<file path="src/verilog/dcts_pkg.sv">
package dcts_pkg;
	// register offsets on the plain register port
	localparam logic [3:0] REG_CMD = 4'h0;
	localparam logic [3:0] REG_STAT = 4'h1;
	localparam logic [3:0] REG_CTRL = 4'h2;
	// function codes: read is 71 octal, write is 61 octal
	localparam logic [5:0] FN_READ = 6'h39;
	localparam logic [5:0] FN_WRITE = 6'h31;
	// timing
	localparam int CLK_PERIOD_NS = 20;
	localparam int CTL_TMO_NS = 1500;
	localparam int CTL_TMO_CYC = (CTL_TMO_NS / CLK_PERIOD_NS < 1) ? 1 : CTL_TMO_NS / CLK_PERIOD_NS;
	localparam int RUN_TMO_MS = 10;
	localparam int RUN_TMO_CYC_DEF = RUN_TMO_MS * 1000000 / CLK_PERIOD_NS;
	localparam int TMO_W = 20;
	// command register layout, low bits of the write data
	typedef struct packed {
		logic [2:0] drive_select;
		logic go;
		logic [5:0] func;
		logic [17:0] initial_list_pointer;
	} dcts_cmd_s;
	localparam int CMD_W = 28;
	localparam dcts_cmd_s CMD_RST = '0;
	// control register, bit 0
	localparam logic CTRL_RST = 1'b0;
	// sticky error flags
	typedef struct packed {
		logic power;
		logic illegal;
		logic access;
		logic exception;
		logic overrun;
		logic drive_parity;
		logic chan_parity;
		logic xfer_tmo;
		logic ctl_tmo;
		logic response;
	} dcts_err_s;
	localparam dcts_err_s ERR_RST = '0;
	// drive pins that cross into the mclk domain
	typedef struct packed {
		logic power_failure;
		logic selected_drive_access_error;
		logic drive_absent;
		logic control_ack;
		logic run_ack;
		logic block_end;
		logic drive_fault_line;
		logic fault_class_b;
		logic word_strobe;
		logic drive_parity_error;
		logic [17:0] data;
	} dcts_drv_in_s;
	// sequencer states, gray along the normal path
	typedef enum logic [2:0] {
		ST_IDLE = 3'h0,
		ST_SEIZE = 3'h1,
		ST_PTR = 3'h3,
		ST_CTL = 3'h2,
		ST_RUN = 3'h6,
		ST_XFER = 3'h7,
		ST_CHTERM = 3'h5
	} dcts_state_e;
endpackage : dcts_pkg

</file>
<file path="src/verilog/dcts_sequencer.sv">
// The implementer's own choices: the register offsets and the address-and-strobe port.
`timescale 1ns/1ps
// Operation
// - ignore command while busy, else load it
// - read uses function code 71 octal
// - power, function or access error inhibit start
// - set busy, request channel, wait grant
// - pointer out with device pulse, channel acknowledges
// - channel pulse starts control strobe cycle
// - control ack timeout flags response error
// - run asserted, drive answers run ack
// - run ack timeout flags response error
// - error stop disable: class B ends
// - channel parity handling as documented
// - empty assembly takes buffer, requests next
// - 36-bit word sent as two halves
// - strobe returned as write strobe
// - write strobe on empty, channel active: overrun
// - write strobe on empty, channel idle: zeros
// - block end continues or terminates on run
// - fault line sets flag, class terminates
// - fault before first pulse terminates directly
// - read word passed with device pulse
// - write uses function code 61 octal
// - read halves fill left then right
// - read strobe on full assembly: overrun
// - read parity error stops unless disabled
module dcts_sequencer
	import dcts_pkg::*;
#(
	parameter int RUN_TMO_CYC = RUN_TMO_CYC_DEF
)(
	// clock and reset
	input wire logic mclk,
	input wire logic arst_n,
	// register port
	input wire logic [3:0] reg_addr,
	input wire logic [31:0] reg_wdata,
	input wire logic reg_wr,
	input wire logic reg_rd,
	output logic [31:0] reg_rdata,
	// drive side, asynchronous pins
	input wire dcts_drv_in_s drv_in,
	output logic [5:0] drv_func,
	output logic [2:0] drive_select,
	output logic control_request_strobe,
	output logic run,
	output logic write_strobe,
	output logic [17:0] drv_data_out,
	output logic drv_data_oe,
	// data channel side, on mclk
	output logic channel_request,
	input wire logic channel_grant,
	output logic device_word_pulse,
	output logic [35:0] chan_data_out,
	input wire logic channel_word_pulse,
	input wire logic [35:0] chan_data_in,
	input wire logic chan_parity_error
);
	////////////////////////////////////////////////////////////////
	// state and storage
	dcts_state_e state_reg, state_next; // sequencer
	dcts_cmd_s command_reg; // loaded transfer command
	logic error_stop_disable; // control bit
	dcts_err_s err_reg; // sticky error flags
	logic done_reg; // transfer finished
	dcts_drv_in_s sync1_reg, sync2_reg, sync3_reg; // pin synchroniser and edge stage
	logic [TMO_W-1:0] tmo_cnt_reg; // response timer
	logic [35:0] chan_word_buffer; // channel side word
	logic cb_full_reg;
	logic [35:0] assembly_hold; // word being split or built
	logic ar_full_reg;
	logic half_reg; // 0: left half next, 1: right half next
	logic [17:0] half_word_buffer; // drive side half
	logic chan_seen_reg; // first channel pulse received
	logic dwp_reg; // device word pulse
	logic run_reg;
	logic [31:0] rdata_reg;
	// decoded events
	logic busy, is_write, cmd_take, illegal, inhibit;
	logic strobe_lead, strobe_trail, fault_rise, blk_end_rise;
	logic ctl_tmo, run_tmo, overrun, dpar_stop, cpar_stop;
	logic fault_b, fault_a_stop, ar_load_w, cb_load_r;
	logic [17:0] rd_half;

	////////////////////////////////////////////////////////////////
	// two flops on every drive pin; the third stage only feeds edge detection
	always_ff @(posedge mclk or negedge arst_n)
	begin
		if (!arst_n)
		begin
			sync1_reg <= '0;
			sync2_reg <= '0;
			sync3_reg <= '0;
		end
		else
		begin
			sync1_reg <= drv_in;
			sync2_reg <= sync1_reg;
			sync3_reg <= sync2_reg;
		end
	end

	////////////////////////////////////////////////////////////////
	// event decode
	assign busy = (state_reg != ST_IDLE);
	assign is_write = (command_reg.func == FN_WRITE);
	// only the two transfer codes are legal
	assign illegal = (reg_wdata[23:18] != FN_READ) && (reg_wdata[23:18] != FN_WRITE);
	assign cmd_take = reg_wr && (reg_addr == REG_CMD) && !busy && reg_wdata[24];
	assign inhibit = sync2_reg.power_failure || sync2_reg.selected_drive_access_error || illegal;
	// leading edge: drive presents/samples; trailing edge: next half moves
	assign strobe_lead = sync2_reg.word_strobe && !sync3_reg.word_strobe;
	assign strobe_trail = !sync2_reg.word_strobe && sync3_reg.word_strobe;
	assign fault_rise = sync2_reg.drive_fault_line && !sync3_reg.drive_fault_line;
	assign blk_end_rise = sync2_reg.block_end && !sync3_reg.block_end;
	// timer runs from the strobe that opened the wait
	assign ctl_tmo = (state_reg == ST_CTL) && !sync2_reg.control_ack
		&& ((tmo_cnt_reg >= TMO_W'(CTL_TMO_CYC)) || sync2_reg.drive_absent);
	assign run_tmo = (state_reg == ST_RUN) && !sync2_reg.run_ack
		&& (tmo_cnt_reg >= TMO_W'(RUN_TMO_CYC));
	// an empty assembly on a write strobe is fatal only while the channel still feeds us
	assign overrun = (state_reg == ST_XFER) && (is_write
		? (strobe_lead && !ar_full_reg && channel_grant)
		: (strobe_trail && ar_full_reg));
	assign dpar_stop = (state_reg == ST_XFER) && !is_write && strobe_trail
		&& sync2_reg.drive_parity_error && !error_stop_disable;
	// channel parity stops only with error stop disabled, kept as documented
	assign cpar_stop = busy && is_write && channel_word_pulse && chan_parity_error && error_stop_disable;
	assign fault_b = busy && fault_rise && sync2_reg.fault_class_b;
	assign fault_a_stop = busy && fault_rise && !sync2_reg.fault_class_b
		&& !error_stop_disable;
	// write: buffer to assembly; read: assembly to buffer
	assign ar_load_w = busy && is_write && cb_full_reg && !ar_full_reg;
	assign cb_load_r = busy && !is_write && ar_full_reg && !cb_full_reg;
	// read halves come straight off the synchronised data lines
	assign rd_half = sync2_reg.data;

	////////////////////////////////////////////////////////////////
	// next state
	always_comb
	begin
		state_next = state_reg;
		unique case (state_reg)
			ST_IDLE:
				if (cmd_take && !inhibit)
					state_next = ST_SEIZE;
			ST_SEIZE:
				if (channel_grant)
					state_next = ST_PTR;
			ST_PTR:
				if (channel_word_pulse)
					state_next = ST_CTL;
			ST_CTL:
				if (ctl_tmo)
					state_next = ST_IDLE;
				else if (sync2_reg.control_ack)
					state_next = ST_RUN;
			ST_RUN:
				if (run_tmo)
					state_next = ST_IDLE;
				else if (sync2_reg.run_ack)
					state_next = ST_XFER;
			ST_XFER:
				if (blk_end_rise && !run_reg)
					state_next = ST_IDLE;
			ST_CHTERM:
				state_next = ST_IDLE;
			default:
				state_next = ST_IDLE;
		endcase
		// fatal conditions override the normal path
		if (busy && (overrun || dpar_stop || cpar_stop || fault_b))
			state_next = ST_IDLE;
		else if (fault_a_stop)
			state_next = chan_seen_reg ? ST_CHTERM : ST_IDLE;
	end

	// sequencer register
	always_ff @(posedge mclk or negedge arst_n)
	begin
		if (!arst_n)
			state_reg <= ST_IDLE;
		else
			state_reg <= state_next;
	end

	////////////////////////////////////////////////////////////////
	// command and control registers
	always_ff @(posedge mclk or negedge arst_n)
	begin
		if (!arst_n)
		begin
			command_reg <= CMD_RST;
			error_stop_disable <= CTRL_RST;
		end
		else
		begin
			if (cmd_take)
				command_reg <= dcts_cmd_s'(reg_wdata[CMD_W-1:0]);
			if (reg_wr && (reg_addr == REG_CTRL))
				error_stop_disable <= reg_wdata[0];
		end
	end

	////////////////////////////////////////////////////////////////
	// flags: a new command clears them, any event in the same cycle still sets
	always_ff @(posedge mclk or negedge arst_n)
	begin
		if (!arst_n)
		begin
			err_reg <= ERR_RST;
			done_reg <= 1'b0;
		end
		else
		begin
			if (cmd_take)
			begin
				err_reg <= ERR_RST;
				done_reg <= 1'b0;
				err_reg.power <= sync2_reg.power_failure;
				err_reg.access <= sync2_reg.selected_drive_access_error;
				err_reg.illegal <= illegal;
				done_reg <= inhibit;
			end
			else if (busy && state_next == ST_IDLE)
				done_reg <= 1'b1;
			if (ctl_tmo)
			begin
				err_reg.ctl_tmo <= 1'b1;
				err_reg.response <= 1'b1;
			end
			if (run_tmo)
			begin
				err_reg.xfer_tmo <= 1'b1;
				err_reg.response <= 1'b1;
			end
			if (busy && fault_rise)
				err_reg.exception <= 1'b1;
			if (fault_b && error_stop_disable)
				err_reg.ctl_tmo <= 1'b1;
			if (overrun)
				err_reg.overrun <= 1'b1;
			if (busy && !is_write && strobe_trail && sync2_reg.drive_parity_error)
				err_reg.drive_parity <= 1'b1;
			if (cpar_stop)
				err_reg.chan_parity <= 1'b1;
		end
	end

	////////////////////////////////////////////////////////////////
	// response timer, restarted as each strobe goes out
	always_ff @(posedge mclk or negedge arst_n)
	begin
		if (!arst_n)
			tmo_cnt_reg <= '0;
		else if (state_next != state_reg)
			tmo_cnt_reg <= '0;
		else if (tmo_cnt_reg != '1)
			tmo_cnt_reg <= tmo_cnt_reg + 1'b1;
	end

	////////////////////////////////////////////////////////////////
	// run: held while data still flows; negated once the channel has gone
	// and nothing is left to hand over, so the next block end finishes
	always_ff @(posedge mclk or negedge arst_n)
	begin
		if (!arst_n)
			run_reg <= 1'b0;
		else if (state_next == ST_IDLE || state_next == ST_CHTERM)
			run_reg <= 1'b0;
		else if (state_reg == ST_CTL && sync2_reg.control_ack)
			run_reg <= 1'b1;
		else if (state_reg == ST_XFER && !channel_grant && !cb_full_reg && (!is_write || !ar_full_reg))
			run_reg <= 1'b0;
	end

	////////////////////////////////////////////////////////////////
	// data path
	always_ff @(posedge mclk or negedge arst_n)
	begin
		if (!arst_n)
		begin
			chan_word_buffer <= '0;
			cb_full_reg <= 1'b0;
			assembly_hold <= '0;
			ar_full_reg <= 1'b0;
			half_reg <= 1'b0;
			half_word_buffer <= '0;
			chan_seen_reg <= 1'b0;
			dwp_reg <= 1'b0;
		end
		else if (!busy)
		begin
			// clean slate for the next transfer
			cb_full_reg <= 1'b0;
			ar_full_reg <= 1'b0;
			half_reg <= 1'b0;
			chan_seen_reg <= 1'b0;
			dwp_reg <= 1'b0;
			half_word_buffer <= '0;
		end
		else
		begin
			dwp_reg <= (state_reg == ST_SEIZE && channel_grant) || ar_load_w || cb_load_r;
			if (state_reg == ST_SEIZE && channel_grant)
				chan_word_buffer <= {18'h00000, command_reg.initial_list_pointer};
			if (channel_word_pulse && state_reg != ST_SEIZE)
				chan_seen_reg <= 1'b1;
			if (is_write)
			begin
				// write: channel word into buffer, then into assembly
				if (channel_word_pulse && state_reg != ST_SEIZE)
				begin
					chan_word_buffer <= chan_data_in;
					cb_full_reg <= 1'b1;
				end
				else if (ar_load_w)
					cb_full_reg <= 1'b0;
				if (ar_load_w)
				begin
					assembly_hold <= chan_word_buffer;
					ar_full_reg <= 1'b1;
				end
				else if (state_reg == ST_XFER && strobe_trail && ar_full_reg)
				begin
					half_reg <= !half_reg;
					if (half_reg)
						ar_full_reg <= 1'b0;
				end
				// empty assembly drives zeros: zero fill of the sector tail
				half_word_buffer <= !ar_full_reg ? 18'h00000
					: (half_reg ? assembly_hold[17:0] : assembly_hold[35:18]);
			end
			else
			begin
				// read: halves from the drive build the word, left first
				if (state_reg == ST_XFER && strobe_trail && !ar_full_reg)
				begin
					half_word_buffer <= rd_half;
					if (half_reg)
					begin
						assembly_hold[17:0] <= rd_half;
						ar_full_reg <= 1'b1;
					end
					else
						assembly_hold[35:18] <= rd_half;
					half_reg <= !half_reg;
				end
				else if (cb_load_r)
					ar_full_reg <= 1'b0;
				if (cb_load_r)
				begin
					chan_word_buffer <= assembly_hold;
					cb_full_reg <= 1'b1;
				end
				else if (channel_word_pulse && state_reg != ST_PTR)
					cb_full_reg <= 1'b0;
			end
		end
	end

	////////////////////////////////////////////////////////////////
	// register read, data one cycle after the strobe
	always_ff @(posedge mclk or negedge arst_n)
	begin
		if (!arst_n)
			rdata_reg <= '0;
		else if (reg_rd)
		begin
			unique case (reg_addr)
				REG_CMD: rdata_reg <= {4'h0, command_reg};
				REG_STAT: rdata_reg <= {17'h00000, state_reg, err_reg, done_reg, busy};
				REG_CTRL: rdata_reg <= {31'h00000000, error_stop_disable};
				default: rdata_reg <= '0; // unmapped reads zero
			endcase
		end
	end

	////////////////////////////////////////////////////////////////
	// outputs
	assign reg_rdata = rdata_reg;
	assign drv_func = command_reg.func;
	assign drive_select = command_reg.drive_select;
	assign control_request_strobe = (state_reg == ST_CTL);
	assign run = run_reg;
	assign write_strobe = (state_reg == ST_XFER) && is_write && sync2_reg.word_strobe;
	assign drv_data_out = half_word_buffer;
	assign drv_data_oe = (state_reg == ST_XFER) && is_write;
	// request drops on every termination, channel terminate included
	assign channel_request = busy && (state_reg != ST_CHTERM);
	assign device_word_pulse = dwp_reg;
	assign chan_data_out = chan_word_buffer;

	////////////////////////////////////////////////////////////////
	// checks
	localparam int A_CTL_MAX = 80;
endmodule : dcts_sequencer

</file>
<file path="config.mk">
export PLATFORM = sky130hd
export DESIGN_NAME = dcts_sequencer
export DESIGN_NICKNAME = d
export VERILOG_FILES = /design/src/verilog/dcts_pkg.sv /design/src/verilog/dcts_sequencer.sv
export SDC_FILE = /design/constraint.sdc
export NUM_CORES = 1
export LEC_CHECK = 0
export ABC_CLOCK_PERIOD_IN_PS = 3500
export BUFFER_PORTS_ARGS = -buffer_cell sky130_fd_sc_hd__clkbuf_2
export CAP_MARGIN = 20
export CORE_MARGIN = 2
export CORE_UTILIZATION = 55
export CTS_BUF_LIST = sky130_fd_sc_hd__clkbuf_8
export DETAILED_ROUTE_END_ITERATION = 6
export PLACE_DENSITY = 0.91
export SLEW_MARGIN = 40
export SYNTH_ARGS = -nofsm -noshare
export SYNTH_HDL_FRONTEND = slang
export SYNTH_SLANG_ARGS = --single-unit
</file>
<file path="constraint.sdc">
create_clock -name mclk -period 3.5 [get_ports mclk]
set_input_delay 0.7 -clock mclk [delete_from_list [all_inputs] [get_ports mclk]]
set_output_delay 0.7 -clock mclk [all_outputs]
set_load 0.02 [all_outputs]
</file>
* Word level (Yosys, flattened, before mapping)
Index checks and enable logic that the tools add are counted.
Widths: inputs -> output; s select.
** Storage, ports and cells
- Register bits after elaboration :: 250
- Word-level logic and storage cells :: 252
- Bits of input ports :: 107
** Operators by class
- Equal/unequal tests :: 28
- Reductions and logical operators :: 101
- Add/sub/neg operators :: 1
- Order comparisons :: 2
- Muxes and demuxes :: 66
** Operators with widths (number)
- $mux 36 :: 7
- $mux 18 :: 7
- $pmux 28 s3 :: 1
- $logic_and 1x1->1 :: 54
- $mux 20 :: 2
- $mux 1 :: 35
- $mux 3 :: 11
- $add 20x1->20 const B :: 1
- $ge 20x19->1 const B :: 1
- $ge 20x7->1 const B :: 1
- $ne 20x20->1 const B :: 1
- $pmux 3 s6 :: 1
- $reduce_bool 2->1 :: 9
- $logic_not 1->1 :: 16
- $ne 6x6->1 const B :: 2
- $reduce_and 4->1 :: 3
- $reduce_bool 3->1 :: 4
- $logic_or 1x1->1 :: 10
- $eq 3x3->1 const B :: 3
- $ne 4x1->1 const B :: 2
- $ne 4x2->1 const B :: 2
- $mux 7 :: 1
- $eq 3x2->1 const B :: 2
- $eq 6x6->1 const B :: 1
- other kinds (15) :: 21

* Longest topological paths before layout
- Depth after elaboration :: 15
- Depth in mapped cells :: 9
- Mapped depth without buffers :: 7

* Worst setup path after synthesis
Ideal clock, no wire load.
- Path type :: register -> output
- From :: reg command_reg, in the netlist drv_func[1]
- To :: out drv_data_oe
- Arrival :: 1.728 ns
- Stages on the path, launching flop included :: 6
- Path slack :: 1.072 ns
- Buffers on the path :: 2
- Path through :: dfrtp_1 nand2b_1 or4_1 buf_2 clkbuf_1 nor2_1
** Between the ends
- Longest elaborated chain between the ends :: 2
** RTL lines
- from (decl) :: RTL line dcts_sequencer.sv:63 : dcts_cmd_s command_reg;
- from (signal assigned) :: RTL line dcts_sequencer.sv:200 : command_reg <= dcts_cmd_s'(reg_wdata[CMD_W-1:0]);
- $eq 6x6->1 :: RTL line dcts_sequencer.sv:107 : assign is_write = (command_reg.func == FN_WRITE);
- $logic_and 1x1->1 :: RTL line dcts_sequencer.sv:389 : assign drv_data_oe = (state_reg == ST_XFER) && is_write;
- to (decl) :: RTL line dcts_sequencer.sv:50 : output logic drv_data_oe,
Every way passes these cells.

* Final worst setup path
- From :: reg command_reg, in the netlist drv_func[1]
- To :: out write_strobe
** Between the ends
- Longest elaborated chain between the ends :: 3
** RTL lines
- $eq 6x6->1 :: RTL line dcts_sequencer.sv:107
- $logic_and 1x1->1 (2 in a row) :: RTL line dcts_sequencer.sv:387 : assign write_strobe = (state_reg == ST_XFER) && is_write && sync2_reg.word_strobe;
- to (decl) :: RTL line dcts_sequencer.sv:48 : output logic write_strobe,
Every way passes these cells.

==> results.py <==
metrics = {
    "run_status": {
        "outcome": "finished, violations left",
        "violations": "DRC",
    },
    "grt": {
        "grt_max_degree": 96,
        "grt_pass1_wl_um": 46300,
        "grt_usage_pct": 28.7,
        "globalRouteOverflowTotal": 0,
        "met1_usage_pct": 36.8,
        "busiest_layer": "met2",
        "grt_pass1_vias": 8945,
        "antenna_found_initial": 3,
        "met2_usage_pct": 45.8,
        "grtUsageMet3_pct": 6.92,
    },
    "yosys": {
        "syn_inst": 1074,
        "synthArstFlopShare_pct": 100,
        "ys_seq_area_share_pct": 56.7,
        "synth_cell_types": 80,
        "yosys_warnings": 0,
        "syn_area_um2": 10800,
        "synth-seq-cells": 246,
        "syn_area_per_cell_um2": 10.1,
        "synth_ff_type": "dfrtp_1",
        "synth_edf_count": 0,
    },
    "die": {
        "die_y_um": 144,
        "io_pins": 208,
        "die_w_um": 144,
        "rows": 51,
        "die_area_um2": 20900,
        "start_util_pct": 55.9,
        "core_area_um2": 19400,
    },
    "worst_setup_path": {
        "crit_arrival_ps": 2530,
        "path_cells": "nand2b_1, nor4_4, buf_4, and3_1, clkbuf_2",
        "critPathLaunchType": "flip-flop",
        "cp.required_ps": 2800,
        "worstSetupStartpoint": "drv_func[1]$_DFFE_PN0P_",
        "critPathCapture": "write_strobe",
        "crit_fanout": 48,
        "reg2reg_slack_ps": 580,
        "slowest_stage": "buf_4",
        "critPathMaxStageDelay_ps": 550,
        "reg2reg_depth": 7,
        "r2r-end": "chan_data_out[29]$_DFFE_PN0N_",
        "reg2reg_from": "drv_func[1]$_DFFE_PN0P_",
        "cp-end-kind": "output port",
        "critPathKind": "reg -> out",
    },
    "final_layout": {
        "layout_commonest_cell": "dfrtp_1",
        "final_cells": 1553,
        "final_area_um2": 12800,
        "nets": 1370,
        "areaGrowthSynthToFinish_pct": 17.7,
        "drive_gt1_share_pct": 24.2,
        "seqCellArea_um2": 6160,
        "multi_input_area_um2": 4100,
        "n_fill_cell": 1509,
        "final_cell_mix": "dfrtp_1, clkbuf_2, nand2_1, o21ai_0, nor2_1",
    },
    "clock_tree": {
        "clockRootBuffer": "clkbuf_8",
        "clk_pin_slew_ps": 50,
        "clock_latency_ps": 530,
        "clkSinkCount": 246,
        "cts-hold-fix-buffers": 0,
        "cts_buffers": 40,
        "clockBufferDepth": 3,
        "cts_htree_levels": 2,
        "post_cts_buffers": 0,
        "tritoncts": "built",
        "ctsResizeCount": 0,
    },
    "placed_design": {
        "placed_cells": 1484,
        "placed_cell_area_um2": 12000,
        "place_hpwl_um": 20000,
        "place.port_buffers": 199,
        "place.gp.congestion": 0.944,
    },
    "min_path": {
        "hold_class": "in -> async",
    },
    "timing": {
        "finalCritPeriodShare_pct": 92.2,
        "slew_violations": 0,
        "clock.fmax_ghz": 0.310,
        "relSlewSlack_pct": 50.1,
        "setup-violations-final": 0,
        "clock_skew_ps": 17.9,
        "rsz0062_at_grt": "false",
        "tightest_slew_ps": 748,
        "fin_crit_ps": 3230,
        "final.setup.tns_ps": 0,
        "finalHoldViolCount": 0,
    },
    "job": {
        "drv_cap": 0,
    },
    "routing": {
        "postRouteAntennaNets": 0,
        "dr_total_vias": 9102,
        "drt_first_pass_iters": 7,
        "drt_iter0_drc": 809,
        "drc": 18,
        "routed_wirelength_um": 29600,
        "viasPerCell": 5.86,
        "wl_per_cell_um": 19.1,
    },
    "power_and_ir_drop": {
        "finalPower_mw": 7.48,
        "ir_worst_vdd_mv": 0.460,
        "p_leak_nw": 6.06,
        "power_density_nw_per_um2": 586,
    },
}
## per-stage QoR
stage,worst slack (ps),hold slack (ps),util [%]
after floorplan,1070,331,-
after global placement,426,332,61.7
after detailed placement,489,336,61.9
after CTS,263,228,65.8
after global routing,173,248,65.8
final,272,200,65.8
## critical path, delay by kind of cell (launching register included)
| kind | cells | cell delay (ps) |
|---|---|---|
| buffers and inverters | 2 | 750 |
| DFF | 1 | 420 |
| and+or+nand+nor | 3 | 830 |
## logic make-up after synthesis
logic type / synth area share (%)
other cells: 0.0346
flops: 56.7
fa+ha+maj: 0.231
xor+xnor: 1.45
mux: 3.91
simple gates: 16.2
compound gates: 15.6
buf+inv: 5.88
## synthesized netlist by cell type (all sizes together), types with 3 or more instances
library cell  number  area, um^2
dfrtp            246        6160
nand2            170         638
o21ai             95         475
nor2              83         317
a21oi             63         319
inv               53         199
clkbuf            45         189
mux2i             39         390
buf               35         250
a22oi             33         248
nand3             25         130
and2              19         119
a222oi            18         180
o22ai             16         106
xor2              11        96.3
nand4              9        56.3
nor3               9        77.6
nand2b             8        50.1
a211oi             7        80.1
and3               7        45.1
xnor2              7        61.3
and4               6        56.3
nor4               6        52.6
a31oi              4        25.0
nor2b              4        27.5
nor3b              4        30.0
or3                4        25.0
mux2               3        33.8
o21a               3        22.5
o31ai              3        36.3
## power breakdown
part           total (mW)  internal [mW]  leakage (nW)  switching, mW
Combinational        1.58          0.527          2.40           1.06
Sequential           3.51           3.15          3.23          0.353
Clock                2.39           1.29         0.436           1.10
Total                7.48           4.97          6.06           2.51
## per-layer routing
metal / wire, um / share of wire (%) / vias to the layer above
li1: - / - / 4089
met1: 11400 / 39 / 4406
met2: 14100 / 48 / 497
met3: 2640 / 8.9 / 110
met4: 1390 / 4.7 / 0
met5: 0 / 0 / -
## cell type report
type,count,share of cell area [%]
diodes,2,0.0392
multi-input cells,698,32.1
inverters,53,1.56
well taps,265,2.60
flip-flops and latches,246,48.2
clock inverters,20,0.902
repair buffers,222,9.49
clock buffers,47,5.07
## worst min-delay path by stage
stage	start	endpoint	slack, ps	cells after the start
6_report	arst_n	reg_rdata[22]$_DFFE_PN0P_	200	1
5_1_grt	arst_n	reg_rdata[22]$_DFFE_PN0P_	250	1
4_1_cts	arst_n	sync1_reg[26]$_DFF_PN0_	230	1
3_5_place_dp	sync1_reg[1]$_DFF_PN0_	rd_half[1]$_DFF_PN0_	340	0
3_3_place_gp	sync1_reg[23]$_DFF_PN0_	sync2_reg[23]$_DFF_PN0_	330	0
2_1_floorplan	sync1_reg[0]$_DFF_PN0_	rd_half[0]$_DFF_PN0_	330	0
No activity file was read; power rests on OpenSTA's default activity.
